File: config.mk
export PLATFORM = sky130hd
export DESIGN_NAME = input_and_min_system_voltage_regs
export DESIGN_NICKNAME = d
export VERILOG_FILES = /design/src/hw/volt_limit_pkg.sv /design/src/hw/input_and_min_system_voltage_regs.sv
export SDC_FILE = /design/constraint.sdc
export NUM_CORES = 1
export LEC_CHECK = 0
export BUFFER_PORTS_ARGS = -buffer_cell sky130_fd_sc_hd__buf_4
export CORE_ASPECT_RATIO = 0.6
export CORE_MARGIN = 4
export CORE_UTILIZATION = 40
export CTS_BUF_LIST = sky130_fd_sc_hd__clkbuf_8 sky130_fd_sc_hd__clkbuf_16
export CTS_CLUSTER_DIAMETER = 200
export DETAILED_ROUTE_END_ITERATION = 6
export PLACE_DENSITY = 0.69
export SLEW_MARGIN = 20
export SYNTH_ARGS = -nofsm -noshare
export SYNTH_HDL_FRONTEND = slang
export SYNTH_SLANG_ARGS = --single-unit
File: constraint.sdc
create_clock -name sys_clk -period 5 [get_ports sys_clk]
set_input_delay 0.25 -clock sys_clk [delete_from_list [all_inputs] [get_ports sys_clk]]
set_output_delay 0.25 -clock sys_clk [all_outputs]
set_load 0.01 [all_outputs]
File: src/hw/volt_limit_pkg.sv
// Functional notes
// - Input floor register is written as one 16-bit word; only code bits 13:6 are held.
// - Input floor code sits in bits 13:6, lsb worth 64 mV, binary weighted.
// - Bit 13 of the input floor adds 8192 mV when set.
// - A fixed 3.2 V offset is added to every input floor code, zero included.
// - Input below the floor enters input voltage regulation and cuts charge current.
// - Unwritten floor defaults to no-load bus voltage minus 1.28 V; code bits reset zero.
// - Input floor bits 5:0 are ignored and read as zero.
// - Minimum system code sits in bits 15:8, lsb 100 mV, msb 12800 mV, no offset.
// - Minimum system voltage is valid from 1.0 V to 19.2 V in 100 mV steps.
// - Nonzero minimum system writes outside 1.0 V to 19.2 V are discarded.
// - At power-on the minimum system voltage loads 3.6/6.6/9.2/12.3 V by cell count.
// - Writing zero to minimum system voltage restores the cell-count default.
`default_nettype none
package volt_limit_pkg;
  localparam logic [7:0] input_voltage_floor_cmd = 8'h3d;
  localparam logic [7:0] minimum_system_voltage_cmd = 8'h3e;
  localparam logic [6:0] dev_addr_default = 7'h09;
  // Field layout
  localparam int floor_code_lsb = 6;
  localparam int floor_code_msb = 13;
  localparam int floor_rsvd_msb = 15;
  localparam int floor_rsvd_lsb = 14;
  localparam int minsys_code_lsb = 8;
  localparam int minsys_code_msb = 15;
  localparam logic [7:0] floor_code_reset = 8'h00;
  // Scaling, millivolts
  localparam logic [15:0] floor_step_mv = 16'h0040;
  localparam logic [15:0] floor_offset_mv = 16'h0c80;
  localparam logic [15:0] floor_default_drop_mv = 16'h0500;
  localparam logic [15:0] minsys_step_mv = 16'h0064;
  // Minimum system code limits and per-cell defaults, 100 mV units
  localparam logic [7:0] minsys_code_min = 8'h0a;
  localparam logic [7:0] minsys_code_max = 8'hc0;
  localparam logic [7:0] minsys_default_1s = 8'h24;
  localparam logic [7:0] minsys_default_2s = 8'h42;
  localparam logic [7:0] minsys_default_3s = 8'h5c;
  localparam logic [7:0] minsys_default_4s = 8'h7b;
  localparam logic [1:0] strap_settle_cycles = 2'h3;

  typedef enum logic [1:0] {cell_1s, cell_2s, cell_3s, cell_4s} cell_count_t;

  typedef struct packed {
    logic input_voltage_regulation_mode;
    logic [15:0] input_floor_mv;
    logic [15:0] min_system_voltage_mv;
  } limit_status_t;
endpackage
`default_nettype wire

File: src/hw/input_and_min_system_voltage_regs.sv
`default_nettype none
module input_and_min_system_voltage_regs
  import volt_limit_pkg::*;
#(
  parameter logic [6:0] dev_addr = dev_addr_default
) (
  input wire logic sys_clk,
  input wire logic nrst,
  input wire logic scl_i,
  input wire logic sda_i,
  output logic sda_o,
  output logic sda_oe_n,
  input wire logic [1:0] cell_count_config_pin,
  input wire logic [15:0] input_bus_voltage_mv,
  input wire logic [15:0] no_load_bus_voltage_mv,
  output logic [15:0] input_voltage_floor_word,
  output logic [15:0] minimum_system_voltage_word,
  output limit_status_t limit_status,
  output logic charge_current_reduce
);

  typedef enum logic [2:0] {st_idle, st_rx, st_ack, st_tx, st_tx_ack} bus_state_t;

  // ****************************************
  // Pin synchronisers and edge detect
  // ****************************************
  logic scl_s1_r, scl_s2_r, scl_d_r;
  logic sda_s1_r, sda_s2_r, sda_d_r;
  logic [1:0] cell_s1_r, cell_s2_r;
  logic scl_rise, scl_fall, start_cond, stop_cond;

  always_ff @(posedge sys_clk) begin
    if (!nrst) begin
      scl_s1_r <= 1'b1;
      scl_s2_r <= 1'b1;
      scl_d_r <= 1'b1;
      sda_s1_r <= 1'b1;
      sda_s2_r <= 1'b1;
      sda_d_r <= 1'b1;
    end else begin
      scl_s1_r <= scl_i;
      scl_s2_r <= scl_s1_r;
      scl_d_r <= scl_s2_r;
      sda_s1_r <= sda_i;
      sda_s2_r <= sda_s1_r;
      sda_d_r <= sda_s2_r;
    end
  end

  always_ff @(posedge sys_clk) begin
    cell_s1_r <= cell_count_config_pin;
    cell_s2_r <= cell_s1_r;
  end

  assign scl_rise = scl_s2_r && !scl_d_r;
  assign scl_fall = !scl_s2_r && scl_d_r;
  assign start_cond = scl_s2_r && scl_d_r && !sda_s2_r && sda_d_r;
  assign stop_cond = scl_s2_r && scl_d_r && sda_s2_r && !sda_d_r;

  // ****************************************
  // SMBus word slave
  // ****************************************
  bus_state_t state_r;
  logic [7:0] shift_r;
  logic [3:0] bit_cnt_r;
  logic [1:0] byte_idx_r;
  logic read_r, sda_drive_r;
  logic [7:0] cmd_r, wr_lo_r, rd_hi_r;
  logic wr_commit;
  logic [15:0] wr_word;
  logic [15:0] rd_word;

  // Unmapped commands are acknowledged and read back zero
  always_comb begin
    unique case (cmd_r)
      input_voltage_floor_cmd: rd_word = input_voltage_floor_word;
      minimum_system_voltage_cmd: rd_word = minimum_system_voltage_word;
      default: rd_word = 16'h0000;
    endcase
  end

  // Commit when the high byte is acked; low byte arrived first
  logic wr_done_r;

  // Only the first high byte commits; trailing bytes would pair with a stale low byte
  always_ff @(posedge sys_clk) begin
    if (!nrst || start_cond) begin
      wr_done_r <= 1'b0;
    end else if (wr_commit) begin
      wr_done_r <= 1'b1;
    end
  end

  assign wr_commit = (state_r == st_rx) && scl_fall && (bit_cnt_r == 4'h8) && (byte_idx_r == 2'h3)
                     && !read_r && !wr_done_r;
  assign wr_word = {shift_r, wr_lo_r};

  always_ff @(posedge sys_clk) begin
    if (!nrst) begin
      state_r <= st_idle;
      shift_r <= 8'h00;
      bit_cnt_r <= 4'h0;
      byte_idx_r <= 2'h0;
      read_r <= 1'b0;
      sda_drive_r <= 1'b0;
      cmd_r <= 8'h00;
      wr_lo_r <= 8'h00;
      rd_hi_r <= 8'h00;
    end else if (start_cond) begin
      // Repeated start keeps the command byte for the read phase
      state_r <= st_rx;
      bit_cnt_r <= 4'h0;
      byte_idx_r <= 2'h0;
      sda_drive_r <= 1'b0;
    end else if (stop_cond) begin
      state_r <= st_idle;
      sda_drive_r <= 1'b0;
    end else begin
      unique case (state_r)
        st_idle: begin
          sda_drive_r <= 1'b0;
        end
        st_rx: begin
          if (scl_rise && bit_cnt_r != 4'h8) begin
            shift_r <= {shift_r[6:0], sda_s2_r};
            bit_cnt_r <= bit_cnt_r + 4'h1;
          end else if (scl_fall && bit_cnt_r == 4'h8) begin
            bit_cnt_r <= 4'h0;
            if (byte_idx_r == 2'h0 && shift_r[7:1] != dev_addr) begin
              state_r <= st_idle;
            end else begin
              state_r <= st_ack;
              sda_drive_r <= 1'b1;
              byte_idx_r <= (byte_idx_r == 2'h3) ? 2'h3 : byte_idx_r + 2'h1;
              unique case (byte_idx_r)
                2'h0: read_r <= shift_r[0];
                2'h1: cmd_r <= shift_r;
                2'h2: wr_lo_r <= shift_r;
                2'h3: ;
              endcase
            end
          end
        end
        st_ack: begin
          if (scl_fall) begin
            if (read_r) begin
              // Low byte goes out first, high byte latched with it
              state_r <= st_tx;
              shift_r <= rd_word[7:0];
              rd_hi_r <= rd_word[15:8];
              sda_drive_r <= !rd_word[7];
            end else begin
              state_r <= st_rx;
              sda_drive_r <= 1'b0;
            end
          end
        end
        st_tx: begin
          if (scl_fall) begin
            if (bit_cnt_r == 4'h7) begin
              bit_cnt_r <= 4'h0;
              state_r <= st_tx_ack;
              sda_drive_r <= 1'b0;
            end else begin
              bit_cnt_r <= bit_cnt_r + 4'h1;
              shift_r <= {shift_r[6:0], 1'b0};
              sda_drive_r <= !shift_r[6];
            end
          end
        end
        st_tx_ack: begin
          if (scl_rise) begin
            read_r <= !sda_s2_r;
          end else if (scl_fall) begin
            if (read_r) begin
              state_r <= st_tx;
              shift_r <= rd_hi_r;
              rd_hi_r <= 8'h00;
              sda_drive_r <= !rd_hi_r[7];
            end else begin
              state_r <= st_idle;
            end
          end
        end
        default: state_r <= st_idle;
      endcase
    end
  end

  // Open drain: only ever pull low
  assign sda_o = 1'b0;
  assign sda_oe_n = !sda_drive_r;

  // ****************************************
  // Input voltage floor register
  // ****************************************
  logic [7:0] floor_code_r;
  logic floor_written_r;

  always_ff @(posedge sys_clk) begin
    if (!nrst) begin
      floor_code_r <= floor_code_reset;
      floor_written_r <= 1'b0;
    end else if (wr_commit && cmd_r == input_voltage_floor_cmd
                 && wr_word[floor_rsvd_msb:floor_rsvd_lsb] == 2'b00) begin
      floor_code_r <= wr_word[floor_code_msb:floor_code_lsb];
      floor_written_r <= 1'b1;
    end
  end

  assign input_voltage_floor_word = {2'b00, floor_code_r, 6'b000000};

  // ****************************************
  // Minimum system voltage register
  // ****************************************
  logic [7:0] minsys_code_r;
  logic [7:0] cell_default;
  logic [1:0] strap_cnt_r;
  logic [7:0] minsys_wr;

  always_comb begin
    unique case (cell_count_t'(cell_s2_r))
      cell_1s: cell_default = minsys_default_1s;
      cell_2s: cell_default = minsys_default_2s;
      cell_3s: cell_default = minsys_default_3s;
      cell_4s: cell_default = minsys_default_4s;
    endcase
  end

  assign minsys_wr = wr_word[minsys_code_msb:minsys_code_lsb];

  // Strap is caught only after the synchroniser has filled
  always_ff @(posedge sys_clk) begin
    if (!nrst) begin
      strap_cnt_r <= 2'h0;
      minsys_code_r <= 8'h00;
    end else if (strap_cnt_r != strap_settle_cycles) begin
      strap_cnt_r <= strap_cnt_r + 2'h1;
      minsys_code_r <= cell_default;
    end else if (wr_commit && cmd_r == minimum_system_voltage_cmd) begin
      if (minsys_wr == 8'h00) begin
        minsys_code_r <= cell_default;
      end else if (minsys_wr >= minsys_code_min && minsys_wr <= minsys_code_max) begin
        minsys_code_r <= minsys_wr;
      end
    end
  end

  assign minimum_system_voltage_word = {minsys_code_r, 8'h00};

  // ****************************************
  // Thresholds and regulation
  // ****************************************
  logic [15:0] floor_mv_nxt;
  logic [15:0] floor_mv_r, minsys_mv_r;
  logic in_reg_r;

  // Code weight 64 mV per lsb plus fixed offset; unwritten tracks the bus
  assign floor_mv_nxt = floor_written_r ? 16'(floor_code_r * floor_step_mv) + floor_offset_mv
                                        : no_load_bus_voltage_mv - floor_default_drop_mv;

  always_ff @(posedge sys_clk) begin
    if (!nrst) begin
      floor_mv_r <= 16'h0000;
      minsys_mv_r <= 16'h0000;
      in_reg_r <= 1'b0;
    end else begin
      floor_mv_r <= floor_mv_nxt;
      minsys_mv_r <= 16'(minsys_code_r * minsys_step_mv);
      in_reg_r <= input_bus_voltage_mv < floor_mv_r;
    end
  end

  assign limit_status = '{input_voltage_regulation_mode: in_reg_r, input_floor_mv: floor_mv_r,
                          min_system_voltage_mv: minsys_mv_r};
  assign charge_current_reduce = in_reg_r;

endmodule
`default_nettype wire

==> results.json <==
{
  "dieArea_um2": 16200,
  "place.gp.congestion": 0.941,
  "die-height_um": 100,
  "route.antenna.remaining_nets": 0,
  "main_combinational_cell_family_by_area_after_synthesis": "simple AND/OR/NAND/NOR gates",
  "r2r_setup_slack_ps": 2070,
  "worst-path-stages": 9,
  "cts_hold_buf": 2,
  "muxShareOfSynthArea": 0.0461,
  "clock-root-buffer": "sky130_fd_sc_hd__clkbuf_16",
  "timing.critical_path.buf_inv": 0,
  "path_class": "flop to flop",
  "drtIter0Drc": 509,
  "syn_avg_cell_area_um2": 8.84,
  "power_density_nw_per_um2": 287,
  "synth_enable_flop_cells": 0,
  "cts_setup_buffers": 0,
  "initial_core_util": 0.413,
  "yosys.area_share.simple": 0.193,
  "crit_family": "adder cells",
  "worst-slew-pin-transition_ps": 973,
  "power.ir.vdd_worst_v": 0.000143,
  "power.static_leakage_nw": 2.89,
  "setup-tns-final_ps": 0,
  "floorplan.io_pins": 106,
  "worst_ep_arrival_time_ps": 3150,
  "grt_pass1_wl_um": 23800,
  "finish.net_count": 800,
  "fraction_of_the_mapped_netlist_area_in_compound_gates": 0.178,
  "grt_remaining_overflow": 0,
  "ys_ff_latch": 97,
  "cts-htree-levels": 3,
  "synth_top_area_cell": "sky130_fd_sc_hd__dfxtp_1",
  "synth_adder_area_share": 0.125,
  "timing.hold.worst.class": "primary input to flop",
  "final-hold-violation-count": 0,
  "critical_path.cell_chain": "ha_1 > ha_1 > fa_1 > ha_1 > a21o_1 > a21oi_1 > o21bai_1 > mux2_2 > o311ai_0",
  "pins_over_slew_limit": 0,
  "synth_warnings": 0,
  "critical_path_required_ps": 5210,
  "antenna_found_initial": 0,
  "portBuffers": 85,
  "max_freq_ghz": 0.341,
  "n_antenna_cell": 0,
  "drc_errors": 0,
  "path_clk_slew_ps": 70,
  "clock_insertion_delay_worst_skew_ps": 350,
  "fin_crit_sh": 0.587,
  "tritoncts.num_buffers": 9,
  "crit_path_start_kind": "flop",
  "vias_per_cell": 5.45,
  "synthesis.area_um2": 5670,
  "cp_common_cell": "sky130_fd_sc_hd__ha_1",
  "rsz0062_at_grt": "no",
  "reg2reg_depth": 9,
  "dp.final_hpwl_um": 10700,
  "synth-xor-area-share": 0.0262,
  "ys_seq_area_frac": 0.342,
  "setup_viol": 0,
  "first_global_vias": 4605,
  "fp-row-count": 33,
  "clkSinkCount": 97,
  "worstHoldPathCells": 2,
  "final.min_clock_period_ps": 2930,
  "chipWidth_um": 162,
  "critPathMaxStageDelay_ps": 470,
  "route.final.wire_length_um": 14300,
  "synth-async-reset-ratio": 0,
  "synthCells": 642,
  "cap_violations": 0,
  "critPathMaxFanout": 6,
  "detailroute.via_count": 4925,
  "footprint_of_the_multi_input_gates_um2": 3310,
  "yosys.area.top_type_share": 0.342,
  "slew_headroom": 0.350,
  "drt-pass1-iter-count": 5,
  "n_fill_cell": 1313,
  "pin_count_of_the_biggest_net_entering_global_routing": 64,
  "layout-area-overhead-vs-synth_pct": 16.4,
  "seqCellArea_um2": 1940,
  "ys_top_cells_by_area": "sky130_fd_sc_hd__dfxtp_1 34%, sky130_fd_sc_hd__ha_1 11%, sky130_fd_sc_hd__nor2_1 4.9%, sky130_fd_sc_hd__mux2i_1 4.4%, sky130_fd_sc_hd__a21oi_1 3.1%",
  "synth_flop_cell": "sky130_fd_sc_hd__dfxtp_1",
  "drt-wirelength-per-cell_um": 15.8,
  "final_layout_size_suffix_gt1_frac": 0.173,
  "worst_hold_slack_ps": 77.6,
  "fin_skew_ps": 5.95,
  "post_cts_resized": 0,
  "run_status": "complete, no violations",
  "tritoncts": "built",
  "core_um2": 13700,
  "cts_max_path_buffers": 2,
  "critical-path-slowest-cell": "sky130_fd_sc_hd__fa_1",
  "netlist-cell-type-count": 76,
  "global_route.usage.total": 0.178,
  "cp-end-kind": "flop"
}
-- final cells by class --
| cell class | count | share of cell area |
|---|---|---|
| Sequential cell | 97 | 0.294 |
| Multi-Input combinational cell | 471 | 0.501 |
| Clock buffer | 10 | 0.0362 |
| Inverter | 39 | 0.0222 |
| Clock inverter | 6 | 0.00852 |
| Tap cell | 192 | 0.0364 |
| Timing Repair Buffer | 89 | 0.102 |
-- placed cells by master, fill, tap and decap left out, types with 21 or more instances in the layout --
cell type,count
sky130_fd_sc_hd__inv_1,37
sky130_fd_sc_hd__mux2i_1,25
sky130_fd_sc_hd__dfxtp_1,97
sky130_fd_sc_hd__buf_4,87
sky130_fd_sc_hd__ha_1,52
sky130_fd_sc_hd__o21ai_0,21
sky130_fd_sc_hd__a21oi_1,35
sky130_fd_sc_hd__nand2_1,24
sky130_fd_sc_hd__nor2_1,74
-- sequential cells by signal (all words and copies together) (netlist names), 4 cells and up --
| signal | count |
|---|---|
| bit_cnt_r | 4 |
| floor_mv_r | 16 |
| rd_hi_r | 8 |
| minsys_code_r | 8 |
| cmd_r | 8 |
| minsys_mv_r | 13 |
| floor_code_r | 8 |
| minsys_wr | 8 |
-- cell usage after synthesis (16+ instances only) --
master / number
sky130_fd_sc_hd__clkbuf_1: 20
sky130_fd_sc_hd__nand2b_1: 16
sky130_fd_sc_hd__inv_1: 37
sky130_fd_sc_hd__dfxtp_1: 97
sky130_fd_sc_hd__nor2_1: 74
sky130_fd_sc_hd__nand2_1: 24
sky130_fd_sc_hd__ha_1: 52
sky130_fd_sc_hd__o21ai_0: 21
sky130_fd_sc_hd__a21oi_1: 35
sky130_fd_sc_hd__mux2i_1: 25
sky130_fd_sc_hd__nor3_1: 20
sky130_fd_sc_hd__buf_4: 22
-- routing by layer --
metal,track usage,vias to the layer above,part of all wire
li1,-,2368,-
met1,0.263,2310,0.49
met2,0.257,218,0.40
met3,0.0505,29,0.093
met4,0.0396,0,0.016
met5,0,-,0
-- kinds of logic after synthesis --
family          count (synthesis)
compound gates                144
xor+xnor                       17
fa+ha+maj                      55
buf+inv                        93
flops                          97
mux                            26
other cells                     1
simple gates                  209
-- metrics by stage --
stage               cell area (µm²)   util  cells  total power, W  setup WS, ps
floorplan                      5750      -    661         0.00110          2290
global route                   6610  0.480    904         0.00199          1870
CTS                            6610  0.480    904         0.00191          2060
detailed placement             6290  0.457    886         0.00122          2090
global placement               6290  0.457    886         0.00121          2180
finish                         6610  0.480    904         0.00190          2070
-- power breakdown --
part	switching [W]	total (W)	internal (W)
sequential	0.0000338	0.000850	0.000816
combinational	0.000186	0.000353	0.000167
clock	0.000331	0.000694	0.000363
total	0.000551	0.00190	0.00135
-- worst reg2reg max path, stage by stage (launching register included) --
cell and delay [ps]:
sky130_fd_sc_hd__dfxtp_1 440, sky130_fd_sc_hd__ha_1 270, sky130_fd_sc_hd__ha_1 310, sky130_fd_sc_hd__fa_1 470
sky130_fd_sc_hd__ha_1 350, sky130_fd_sc_hd__a21o_1 170, sky130_fd_sc_hd__a21oi_1 320, sky130_fd_sc_hd__o21bai_1 110
sky130_fd_sc_hd__mux2_2 230, sky130_fd_sc_hd__o311ai_0 120
-- final timing paths --
path / startpoint / to
max: minsys_code_r[3] / minsys_mv_r[12]
min: scl_i / scl_s1_r
max reg2reg: minsys_code_r[3] / minsys_mv_r[12]
min reg2reg: cell_s1_r[1] / cell_s2_r[1]
Power figures use the tool's default switching activity.
